==> src/rtl/sample_queue_regs.vh <==
`ifndef SAMPLE_QUEUE_REGS_VH
`define SAMPLE_QUEUE_REGS_VH
`define ADDR_THRESHOLD_LIMITS 6'h3c
`define ADDR_SAMPLE_READOUT   6'h3d
`define THRESHOLD_RESET       24'hfff000
`define UPPER_MSB             23
`define UPPER_LSB             12
`define LOWER_MSB             11
`define LOWER_LSB             0
`define READOUT_RESET         16'h0000
`define SPI_READ_BIT          7
`define SPI_CMD_BITS          8
`define QUEUE_DEPTH           256
`define QUEUE_ADDR_BITS       8
`endif

==> src/rtl/pin_sync.v <==
`timescale 1ns/1ns
// ------------------------------------------------------------
// Three-stage pin synchroniser; change counts when stages 2,3 agree
// ------------------------------------------------------------
module pin_sync (
  input  wire MCLK,
  input  wire RESET,
  input  wire din,
  input  wire init,
  output reg  dout
);
  reg s1_r;
  reg s2_r;
  reg s3_r;
  always @(posedge MCLK) begin
    // Stages start at the pin's idle level so no false edge follows reset
    if (RESET) begin
      s1_r <= init;
      s2_r <= init;
      s3_r <= init;
      dout <= init;
    end else begin
      s1_r <= din;
      s2_r <= s1_r;
      s3_r <= s2_r;
      if (s2_r == s3_r) begin
        dout <= s3_r;
      end
    end
  end
endmodule

==> src/rtl/sample_store.v <==
`timescale 1ns/1ns
`include "sample_queue_regs.vh"
// ------------------------------------------------------------
// Sample storage ring; push and pop in arrival order
// ------------------------------------------------------------
module sample_store #(
  parameter DW = 16,
  parameter AW = `QUEUE_ADDR_BITS
) (
  input  wire          MCLK,
  input  wire          RESET,
  input  wire          flush,
  input  wire          push,
  input  wire [DW-1:0] push_data,
  input  wire          pop,
  output wire [DW-1:0] head_data,
  output wire [AW:0]   count
);
  reg [DW-1:0] mem [0:(1<<AW)-1];
  reg [AW-1:0] wr_r;
  reg [AW-1:0] rd_r;
  reg [AW:0]   cnt_r;
  wire         full    = cnt_r[AW];
  wire         do_pop  = pop && (cnt_r != {(AW+1){1'b0}});
  wire         do_push = push && !full;
  assign head_data = mem[rd_r];
  assign count     = cnt_r;
  always @(posedge MCLK) begin
    if (do_push) begin
      mem[wr_r] <= push_data;
    end
  end
  always @(posedge MCLK) begin
    if (RESET || flush) begin
      wr_r  <= {AW{1'b0}};
      rd_r  <= {AW{1'b0}};
      cnt_r <= {(AW+1){1'b0}};
    end else begin
      if (do_push) begin
        wr_r <= wr_r + 1'b1;
      end
      if (do_pop) begin
        rd_r <= rd_r + 1'b1;
      end
      if (do_push && !do_pop) begin
        cnt_r <= cnt_r + 1'b1;
      end else if (do_pop && !do_push) begin
        cnt_r <= cnt_r - 1'b1;
      end
    end
  end
endmodule

==> src/rtl/sample_queue_readout.v <==
`timescale 1ns/1ns
`include "sample_queue_regs.vh"
// ------------------------------------------------------------
// Sample queue tail: empty flag, threshold check, serial readout
// ------------------------------------------------------------
module sample_queue_readout #(
  parameter DW = 16,
  parameter AW = `QUEUE_ADDR_BITS,
  parameter CH = 16
) (
  input  wire          MCLK,
  input  wire          RESET,
  input  wire          SCLK,
  input  wire          CS_N,
  input  wire          MOSI,
  output reg           MISO,
  output reg           MISO_OE_N,
  input  wire          QUEUE_ENABLE,
  input  wire          QUEUE_CLEAR,
  input  wire          SAMPLE_VALID,
  input  wire [DW-1:0] SAMPLE_DATA,
  input  wire [3:0]    SAMPLE_CHANNEL,
  input  wire [CH-1:0] CHANNEL_LIMIT_CHECK_ENABLE,
  output reg           QUEUE_EMPTY,
  output reg           QUEUE_EMPTY_IRQ,
  output reg           UPPER_LIMIT_HIT,
  output reg           UPPER_LIMIT_IRQ,
  output reg           LOWER_LIMIT_HIT,
  output reg           LOWER_LIMIT_IRQ,
  output reg [23:0]    THRESHOLD_LIMITS
);
  // ------------------------------------------------------------
  // Pin synchronisers
  // ------------------------------------------------------------
  wire sclk_s;
  wire cs_n_s;
  wire mosi_s;
  pin_sync u_sclk (.MCLK(MCLK), .RESET(RESET), .din(SCLK), .init(1'b0), .dout(sclk_s));
  pin_sync u_csn  (.MCLK(MCLK), .RESET(RESET), .din(CS_N), .init(1'b1), .dout(cs_n_s));
  pin_sync u_mosi (.MCLK(MCLK), .RESET(RESET), .din(MOSI), .init(1'b0), .dout(mosi_s));

  // ------------------------------------------------------------
  // Serial clock edges
  // ------------------------------------------------------------
  reg  sclk_d_r;
  wire sclk_rise = sclk_s && !sclk_d_r;
  wire sclk_fall = !sclk_s && sclk_d_r;
  // Synced chip select restarts the frame; it starts high so reset never opens one
  wire frame     = !cs_n_s;

  always @(posedge MCLK) begin
    if (RESET) begin
      sclk_d_r <= 1'b0;
    end else begin
      sclk_d_r <= sclk_s;
    end
  end

  // ------------------------------------------------------------
  // Serial frame: 8-bit command then data, MSB first, mode 0
  // ------------------------------------------------------------
  localparam ST_CMD  = 2'd0;
  localparam ST_DATA = 2'd1;
  localparam ST_DONE = 2'd2;

  reg  [1:0]    st_r;
  reg  [1:0]    st_nxt;
  reg  [5:0]    bitcnt_r;
  reg  [5:0]    bitcnt_nxt;
  reg  [7:0]    cmd_r;
  reg  [7:0]    cmd_nxt;
  reg  [23:0]   shin_r;
  reg  [23:0]   shin_nxt;
  reg  [23:0]   shout_r;
  reg  [23:0]   shout_nxt;
  reg           pop_r;
  reg           pop_nxt;
  reg  [23:0]   limits_r;
  reg  [23:0]   limits_nxt;
  reg           miso_nxt;
  reg           miso_oe_n_nxt;

  wire [DW-1:0] head_data;
  wire [AW:0]   count;
  wire          is_read   = cmd_r[`SPI_READ_BIT];
  wire [5:0]    cmd_addr  = cmd_r[5:0];
  wire [7:0]    cmd_full  = {cmd_r[6:0], mosi_s};
  wire [23:0]   shin_full = {shin_r[22:0], mosi_s};

  function is_limits_addr;
    input [5:0] a;
    begin
      is_limits_addr = (a == `ADDR_THRESHOLD_LIMITS);
    end
  endfunction

  function is_readout_addr;
    input [5:0] a;
    begin
      is_readout_addr = (a == `ADDR_SAMPLE_READOUT);
    end
  endfunction

  // Unknown addresses still take one data byte so the frame stays aligned
  function [5:0] data_len;
    input [5:0] a;
    begin
      if (is_limits_addr(a)) begin
        data_len = 6'd24;
      end else if (is_readout_addr(a)) begin
        data_len = 6'd16;
      end else begin
        data_len = 6'd8;
      end
    end
  endfunction

  // Read image of a register, MSB aligned to bit 23
  function [23:0] read_image;
    input [5:0]    a;
    input [23:0]   lim;
    input [DW-1:0] head;
    begin
      if (is_limits_addr(a)) begin
        read_image = lim;
      end else if (is_readout_addr(a)) begin
        read_image = {head, 8'h00};
      end else begin
        read_image = 24'h000000;
      end
    end
  endfunction

  always @* begin
    st_nxt        = st_r;
    bitcnt_nxt    = bitcnt_r;
    cmd_nxt       = cmd_r;
    shin_nxt      = shin_r;
    shout_nxt     = shout_r;
    pop_nxt       = 1'b0;
    limits_nxt    = limits_r;
    miso_nxt      = MISO;
    miso_oe_n_nxt = !(frame && st_r == ST_DATA && is_read);
    if (!frame) begin
      st_nxt     = ST_CMD;
      bitcnt_nxt = 6'd0;
    end else if (sclk_rise) begin
      case (st_r)
        ST_CMD: begin
          cmd_nxt    = cmd_full;
          bitcnt_nxt = bitcnt_r + 6'd1;
          if (bitcnt_r == `SPI_CMD_BITS - 1) begin
            st_nxt     = ST_DATA;
            bitcnt_nxt = 6'd0;
            // Head is latched here, so a push during the frame cannot tear the word
            shout_nxt  = read_image(cmd_full[5:0], limits_r, head_data);
          end
        end
        ST_DATA: begin
          shin_nxt   = shin_full;
          bitcnt_nxt = bitcnt_r + 6'd1;
          if (bitcnt_r == data_len(cmd_addr) - 6'd1) begin
            st_nxt = ST_DONE;
            if (!is_read && is_limits_addr(cmd_addr)) begin
              limits_nxt = shin_full;
            end
            if (is_read && is_readout_addr(cmd_addr)) begin
              pop_nxt = 1'b1;
            end
          end
        end
        default: begin
          st_nxt = ST_DONE;
        end
      endcase
    end else if (sclk_fall && st_r == ST_DATA) begin
      miso_nxt  = shout_r[23];
      shout_nxt = {shout_r[22:0], 1'b0};
    end
  end

  always @(posedge MCLK) begin
    if (RESET) begin
      st_r      <= ST_CMD;
      bitcnt_r  <= 6'd0;
      cmd_r     <= 8'h00;
      shin_r    <= 24'h000000;
      shout_r   <= 24'h000000;
      pop_r     <= 1'b0;
      limits_r  <= `THRESHOLD_RESET;
      MISO      <= 1'b0;
      MISO_OE_N <= 1'b1;
    end else begin
      st_r      <= st_nxt;
      bitcnt_r  <= bitcnt_nxt;
      cmd_r     <= cmd_nxt;
      shin_r    <= shin_nxt;
      shout_r   <= shout_nxt;
      pop_r     <= pop_nxt;
      limits_r  <= limits_nxt;
      MISO      <= miso_nxt;
      MISO_OE_N <= miso_oe_n_nxt;
    end
  end

  // ------------------------------------------------------------
  // Storage and status
  // ------------------------------------------------------------
  wire flush = QUEUE_CLEAR || !QUEUE_ENABLE;
  wire push  = SAMPLE_VALID && QUEUE_ENABLE;

  sample_store #(.DW(DW), .AW(AW)) u_store (
    .MCLK      (MCLK),
    .RESET     (RESET),
    .flush     (flush),
    .push      (push),
    .push_data (SAMPLE_DATA),
    .pop       (pop_r),
    .head_data (head_data),
    .count     (count)
  );

  // Compared part of a sample: its top 12 bits
  function [11:0] sample_key;
    input [DW-1:0] d;
    begin
      sample_key = d[DW-1:DW-12];
    end
  endfunction

  // Only a sample that really lands in the store is compared
  wire stored      = push && !QUEUE_CLEAR && !count[AW];
  wire chk         = stored && CHANNEL_LIMIT_CHECK_ENABLE[SAMPLE_CHANNEL];
  // Limits are compared at push time only; host must flush after changing them
  wire upper_match = chk && (sample_key(SAMPLE_DATA) >= limits_r[`UPPER_MSB:`UPPER_LSB]);
  wire lower_match = chk && (sample_key(SAMPLE_DATA) <= limits_r[`LOWER_MSB:`LOWER_LSB]);

  reg empty_nxt;
  reg upper_hit_nxt;
  reg lower_hit_nxt;

  // Count is registered, so empty after pop or QUEUE_CLEAR is seen one cycle later; a disable sets it directly
  always @* begin
    empty_nxt     = (count == {(AW+1){1'b0}}) || !QUEUE_ENABLE;
    upper_hit_nxt = UPPER_LIMIT_HIT;
    lower_hit_nxt = LOWER_LIMIT_HIT;
    // A new hit wins over the emptying clear
    if (upper_match) begin
      upper_hit_nxt = 1'b1;
    end else if (empty_nxt) begin
      upper_hit_nxt = 1'b0;
    end
    if (lower_match) begin
      lower_hit_nxt = 1'b1;
    end else if (empty_nxt) begin
      lower_hit_nxt = 1'b0;
    end
  end

  always @(posedge MCLK) begin
    if (RESET) begin
      QUEUE_EMPTY      <= 1'b1;
      QUEUE_EMPTY_IRQ  <= 1'b1;
      UPPER_LIMIT_HIT  <= 1'b0;
      UPPER_LIMIT_IRQ  <= 1'b0;
      LOWER_LIMIT_HIT  <= 1'b0;
      LOWER_LIMIT_IRQ  <= 1'b0;
      THRESHOLD_LIMITS <= `THRESHOLD_RESET;
    end else begin
      QUEUE_EMPTY      <= empty_nxt;
      QUEUE_EMPTY_IRQ  <= empty_nxt;
      UPPER_LIMIT_HIT  <= upper_hit_nxt;
      UPPER_LIMIT_IRQ  <= upper_hit_nxt;
      LOWER_LIMIT_HIT  <= lower_hit_nxt;
      LOWER_LIMIT_IRQ  <= lower_hit_nxt;
      THRESHOLD_LIMITS <= limits_r;
    end
  end
endmodule

==> config.mk <==
export PLATFORM = sky130hd
export DESIGN_NAME = sample_queue_readout
export DESIGN_NICKNAME = d
export VERILOG_FILES = /design/src/rtl/pin_sync.v /design/src/rtl/sample_store.v /design/src/rtl/sample_queue_readout.v
export VERILOG_INCLUDE_DIRS = /design/src /design/src/rtl
export SDC_FILE = /design/constraint.sdc
export NUM_CORES = 2
export LEC_CHECK = 0
export BUFFER_PORTS_ARGS = -buffer_cell sky130_fd_sc_hd__buf_4
export CAP_MARGIN = 15
export CELL_PAD_IN_SITES_DETAIL_PLACEMENT = 1
export CELL_PAD_IN_SITES_GLOBAL_PLACEMENT = 2
export CORE_MARGIN = 1.5
export CORE_UTILIZATION = 39
export DETAILED_ROUTE_END_ITERATION = 10
export GPL_TIMING_DRIVEN = 0
export HOLD_SLACK_MARGIN = 0.02
export PLACE_DENSITY = 0.62
export SYNTH_ARGS = -nofsm -noshare
export SYNTH_HDL_FRONTEND = slang
export SYNTH_SLANG_ARGS = --single-unit
export TNS_END_PERCENT = 1
==> constraint.sdc <==
create_clock -name MCLK -period 3.6 [get_ports MCLK]
set_input_delay 0.36 -clock MCLK [delete_from_list [all_inputs] [get_ports MCLK]]
set_output_delay 0.36 -clock MCLK [all_outputs]
set_load 0.005 [all_outputs]
---- Word level (Yosys, flattened, before mapping) ----
Memories as Yosys holds them, arrays and structs flattened. A register that Yosys moved wholly into a read port is not among the register bits.
Index checks and enable logic that the tools add are counted.
word-level totals
  word-level logic and storage cells ...... 132
  output and inout port bits .............. 32
  bits of input ports ..................... 44
  register bits ........................... 155
  memories ................................ 1
  bits in writable memories ............... 4096
memories
  name         words  width  rd ports  clocked after memory_dff  write ports  RTL line           source
  u_store.mem  256    16     1         1                         1            sample_store.v:19  reg [DW-1:0] mem [0:(1<<AW)-1];
operators by class
  $add $sub $neg .......................... 6
  magnitude comparators ................... 3
  reduce and logical (&&, ||, !) cells .... 47
  bitwise logic cells ..................... 4
  eq/ne operators ......................... 14
  multiplexer cells ....................... 28
operator list
  cell                                                                          count
  24-bit two-way mux                                                            6
  6-bit == test, second input constant                                          4
  6-bit two-way mux                                                             4
  9-bit two-way mux                                                             2
  1-bit logical AND                                                             17
  8-bit by 1-bit adder with 8-bit output, second input constant                 2
  8-bit two-way mux                                                             2
  12-bit greater-or-equal comparator                                            1
  12-bit <= comparator                                                          1
  6-bit one-hot mux with 2 select lines                                         1
  3-bit AND reduction                                                           4
  1-bit zero test                                                               10
  5-bit two-way mux                                                             2
  2-bit nonzero test                                                            5
  9-bit by 1-bit adder with 9-bit output, second input constant                 1
  9-bit zero test                                                               1
  9-bit nonzero test                                                            1
  9-bit by 1-bit subtractor with 9-bit output, second input constant            1
  1-bit two-way mux                                                             7
  6-bit by 1-bit adder with 6-bit output, second input constant                 1
  6-bit by 3-bit == test with 1-bit output, second input constant               1
  6-bit == test                                                                 1
  6-bit by 1-bit subtractor with 6-bit output, second input constant            1
  4-bit by 5-bit less-than comparator with 1-bit output, second input constant  1
  other kinds (15)                                                              25

---- Logic depth before layout (Yosys ltp) ----
  depth after elaboration ................. 10
  depth in mapped cells ................... 16

---- By module ----
Synthesis repeated with hierarchy kept, for this count alone.
unflattened totals
  cells, all modules ...................... 7990
  area total of the unflattened synthesis .. 163161.5 sq um
by module, submodules not included
  module                area each (sq um)  times used  seq. area each (sq um)  cells an instance
  sample_store          157483.5           1           123658.6                7357
  sample_queue_readout  5238.8             1           2362.3                  588
  pin_sync              146.4              3           90.1                    15

---- Worst setup path before layout ----
No wires, ideal clock.
  path type ............................... register -> register
  start point ............................. reg u_store.cnt_r[2], in the netlist u_store.count[2]
  end point ............................... reg u_store.cnt_r[8], in the netlist u_store.count[8]
  stages on the path, launching flop included .. 17
  setup time .............................. 70 ps
  arrival time ............................ 2895 ps
  data required time ...................... 3530 ps
  setup slack ............................. 634 ps
  path buffers ............................ 1
  cell sequence ........................... dfxtp_1 nor4_1 nand3_1 and2_1 clkbuf_1 inv_1 ha_1 inv_1 ha_1 nor2b_1 o21ai_0 a21boi_0 o21ai_0 a21oi_1 xnor2_1 or3_1 a21oi_1
on the way
  cells in the longest elaborated chain, start to end .. 5
RTL lines
  item                                                                                 RTL line           source
  from (decl)                                                                          sample_store.v:22  reg [AW:0] cnt_r;
  from (signal assigned)                                                               sample_store.v:37  cnt_r <= {(AW+1){1'b0}};
  from (signal assigned)                                                               sample_store.v:46  cnt_r <= cnt_r + 1'b1;
  from (signal assigned)                                                               sample_store.v:48  cnt_r <= cnt_r - 1'b1;
  branches (longest 5 deep; another with 9-bit by 1-bit subtractor with 9-bit output)  --
Parallel ways; which one is timed is not known. The select of a mux whose other input is x is not followed.
A chain may end at the register's enable or synchronous reset.

==> summary.md <==
| Metric | Value |
|---|---|
| Outcome | finished, violations left |
| Failing checks | setup timing |
| Distinct cell type count after synthesis | 91 |
| Min-Delay Path Class | in -> reg |
| Core Area | 423100 sq um |
| Critical Path Sink Type | flip-flop |
| Syn avg cell area | roughly 21 sq um |
| Relative slew margins | 0.8988% |
| Antenna-violating nets left | 0 |
| Crit-path cells | buf_8, buf_16, buf_16, buf_16, buf_6, mux4_2, mux2i_2, a221oi_1, a31oi_2, o31ai_1, buf_4, o2111ai_2, o22ai_1 |
| Syn Inst Count | 7951 |
| Gate power share | 1.4% |
| Die height | ~650 um |
| Final setup viols | 1579 |
| GRT Overall Usage | 40.28% |
| Number of port buffers | 75 |
| Root buf cell | clkbuf_16 |
| Final HPWL DP | between 500000 and 600000 um |
| Critical Path Start Type | flip-flop |
| First-pass GRT wire length | 1080000 um |
| Synth top area share | 74.30% |
| CTS Buf Count | 453 |
| Io pins | 76 |
| CTS tree | yes |
| Skew final | 76.12 ps |
| DIE AREA | 428400 sq um |
| Period Utilization, post-route | 117.7% |
| Syn nets | 8035 |
| Syn-to-layout area delta | 24.45% |
| Aggregate routed wire length | between 800000 and 900000 um |
| Sw Ratio | 21.47% |
| Hold path startpoint | SAMPLE_DATA[3] |
| Largest net degree at the start of global routing | 165 |
| Via-per-instance ratio | a little under 7 |
| Gr ovfl total | 0 |
| Die width | 654.5 um |
| Via count | 104800 |
| DR WL/cell | 56.82 um |
| Drt drc | 0 |
| Layout Nets | just over 9000 |
| Reg clk slew, reported paths | 60 ps |
| Area contributors post-synth | edfxtp_1 (74%), mux4_2 (12%), dfxtp_1 (2.0%) |
| Worst Slack Setup Final | -638.4 ps |
| Post-Place Worst Slack | -4657 ps |
| Critical-path top delay cell | a31oi_2 |
| Final Critical Period | 4238 ps |
| Share of layout cells above drive strength 1 | 34.94% |
| Critical Path RT | 4490 ps |
| # fillers | approximately 38000 |
| Longest Clk Path Bufs | 4 |
| Post-synth EDFFs | 4096 |
| Max Clk Rate | 235.9 MHz |
| Vias in the first global route | between 90000 and 100k |
| Top delay family on crit path | buffers and inverters |
| Worst-path fanout max | 12 |
| Non-filler instance count after layout | roughly 15000 |
| Largest stage delay, worst path | 530 ps |
| CP dominant cell by count | buf_16 |
| Synthesized flop and latch total | between 4000 and 5000 |
| Slew Limit Fails | 0 |
| WP buf/inv | 6 |
| P_sw | between 20000 and 25000 uW |
| Slew @ Worst Pin | between 1000 and 1500 ps |
| Row cnt | 239 |
| Initial Utilization | 39.12% |
| Clock Latency Late Sink | 1060 ps |
| Async S/R FF share, synth | 0% |
| Max-Cap Viols | 0 |
| Data arrival, critical path | 5130 ps |
| Final hold vios | 0 |
| Initial antenna violation count | 121 |
| Netlist Area Pre-Place | approximately 170000 sq um |
| H-tree levels | 5 |
| Synth area leader | edfxtp_1 |
| DRT iter0 DRCs | roughly 21000 |
| Sequential area share after synthesis | 76.27% |
| RSZ-0062 raised after global routing | true |
| Ys Warns | 0 |
| P_int | between 70000 and 80000 uW |
| Hold slack | 173.4 ps |
| Placed cell count | 14030 |
| RePlAce Congestion | 1.044 |
| Clk pwr share | between 40% and 50% |
| Sequential share of power | 53.4% |
| Crit Path Category | reg -> reg |
| PD cells | 493.5 nW/um^2 |
| Static Leak | approximately 0.064 uW |
| Peak supply drop | 0.0004846 V |
| Top FF cell, synth | edfxtp_1 |
| CTS Sinks | ~4300 |
| TritonRoute pass-1 iters | 6 |
cells by family after synthesis:
kind of cell / after synthesis / synth area share, %
AO/OA/AOI/OAI: 760 / 3.131
XOR/XNOR: 25 / 0.1323
adder cells (fa/ha/maj): 40 / 0.3069
buffers and inverters: 504 / 2.035
flip-flops: 4259 / 76.27
multiplexers: 1270 / 15.21
AND/OR/NAND/NOR: 1093 / 2.913
power groups by stage:
| stage | clock network [uW] | logic (uW) | registers [uW] |
|---|---|---|---|
| finish | 46000 | 1380 | 54300 |
| global route | 47400 | 1400 | 54300 |
| CTS | 45800 | 1330 | 54300 |
| detailed placement | 0 | 1290 | 55300 |
| global placement | 0 | 1070 | 55400 |
| floorplan | 0 | 123 | 55300 |
worst reg2reg max path, stage by stage (launching register included):
cell	delay, ps
dfxtp_4	490
buf_8	240
buf_16	260
buf_16	230
buf_16	170
buf_6	500
mux4_2	480
mux2i_2	410
a221oi_1	200
a31oi_2	530
o31ai_1	200
buf_4	230
o2111ai_2	90
o22ai_1	80
through the flow:
| step | util (%) | instance area (sq um) | power [uW] | setup TNS (ps) |
|---|---|---|---|---|
| 2_1_floorplan | - | 165500 | 55460 | 0 |
| 3_3_place_gp | 40.93 | 173200 | 56510 | -6964880 |
| 3_5_place_dp | 42.83 | 181200 | 56630 | -1055050 |
| 4_1_cts | 48.16 | 203800 | 101400 | -137900 |
| 5_1_grt | 48.66 | 205900 | 103100 | -162000 |
| 6_report | 48.69 | 206000 | 101700 | -223350 |
flip-flops by register name (all words and copies together), names as in the netlist, 6 cells and up, named ones only:
| register | count |
|---|---|
| shout_r | 24 |
| u_store.count | 9 |
| limits_r | 24 |
| shin_r | 23 |
| u_store.mem | 4096 |
| cmd_r | 8 |
| bitcnt_r | 6 |
| u_store.wr_r | 8 |
| u_store.rd_r | 8 |
| THRESHOLD_LIMITS | 24 |
layout by cell type, fill, tap and decap left out, drive strengths merged, types with 30 or more instances in the layout:
master,synthesis,layout
edfxtp,4096,4096
buf,311,1105
mux4,970,970
clkbuf,150,726
nor2,461,461
nand2,295,295
mux2i,262,262
clkinv,2,197
dfxtp,163,163
a21oi,132,132
a22oi,127,127
o22ai,118,118
nand3,103,103
o21ai,103,103
diode,0,64
a211oi,56,56
inv,39,53
nor2b,42,42
nor3,41,41
ha,39,39
mux2,38,38
a221oi,30,30
path summary, 6_finish.rpt:
kind | end | slack (ps) | cells after the start
worst max-delay path | shout_r[20]$_SDFFE_PP0P_ | -640 | 13
worst min-delay path | u_store.mem[230][3]$_DFFE_PP_ | 170 | 2
worst max register to register | shout_r[20]$_SDFFE_PP0P_ | -640 | 13
worst min register to register | u_csn.s2_r$_SDFF_PP1_ | 420 | 1
synthesized netlist by cell type, types with 15 or more instances:
library cell	number
mux4_1	77
nand3_1	102
buf_4	59
nor3_1	41
a311oi_1	15
mux2_2	38
o22ai_1	117
or2_2	22
nor2_1	461
buf_8	19
clkbuf_1	134
nand2_1	294
a22o_1	19
a211o_1	15
a31oi_1	29
nor2b_1	42
nand4_1	19
buf_2	126
edfxtp_1	4096
a211oi_1	55
a221oi_1	28
buf_6	68
nor4_1	23
buf_12	16
a22oi_1	127
inv_1	38
nand2b_1	22
and2_1	19
ha_1	39
buf_1	23
a21oi_1	131
o211ai_1	17
mux2i_1	262
xor2_1	16
o21ai_0	96
dfxtp_1	163
mux4_2	893
o221ai_1	22
final cells by class:
cell class              count  area [sq um]  area share, %
flip-flops and latches   4259        126300          61.29
multi-input cells        3188         39670          19.25
clock buffers             584         11920          5.786
repair buffers            820         11690          5.676
well taps                5663          7086          3.439
plain buffers             456          6910          3.354
clock inverters           246          2135          1.036
inverters                  41         175.2        0.08502
diodes                     64         160.2        0.07774
per-layer routing:
metal | vias up | global-route usage [%] | part of all wire [%]
met3 | 2339 | 17.34 | 15
met5 | - | 0 | 0.082
met4 | 44 | 32.82 | 9.7
met1 | 56720 | 49.07 | 34
li1 | 35840 | - | -
met2 | 9892 | 55.46 | 41
timing repair:
action | in CTS | in global routing
gates cloned | 3 | 0
setup endpoints to repair | 2738 | 2008
hold endpoints to repair | 976 | 0
pin swaps | 94 | 48
setup buffers | 250 | 122
gates resized for setup | 1240 | 190
hold buffers | 29 | 0
(Power assumes the default switching activity.)
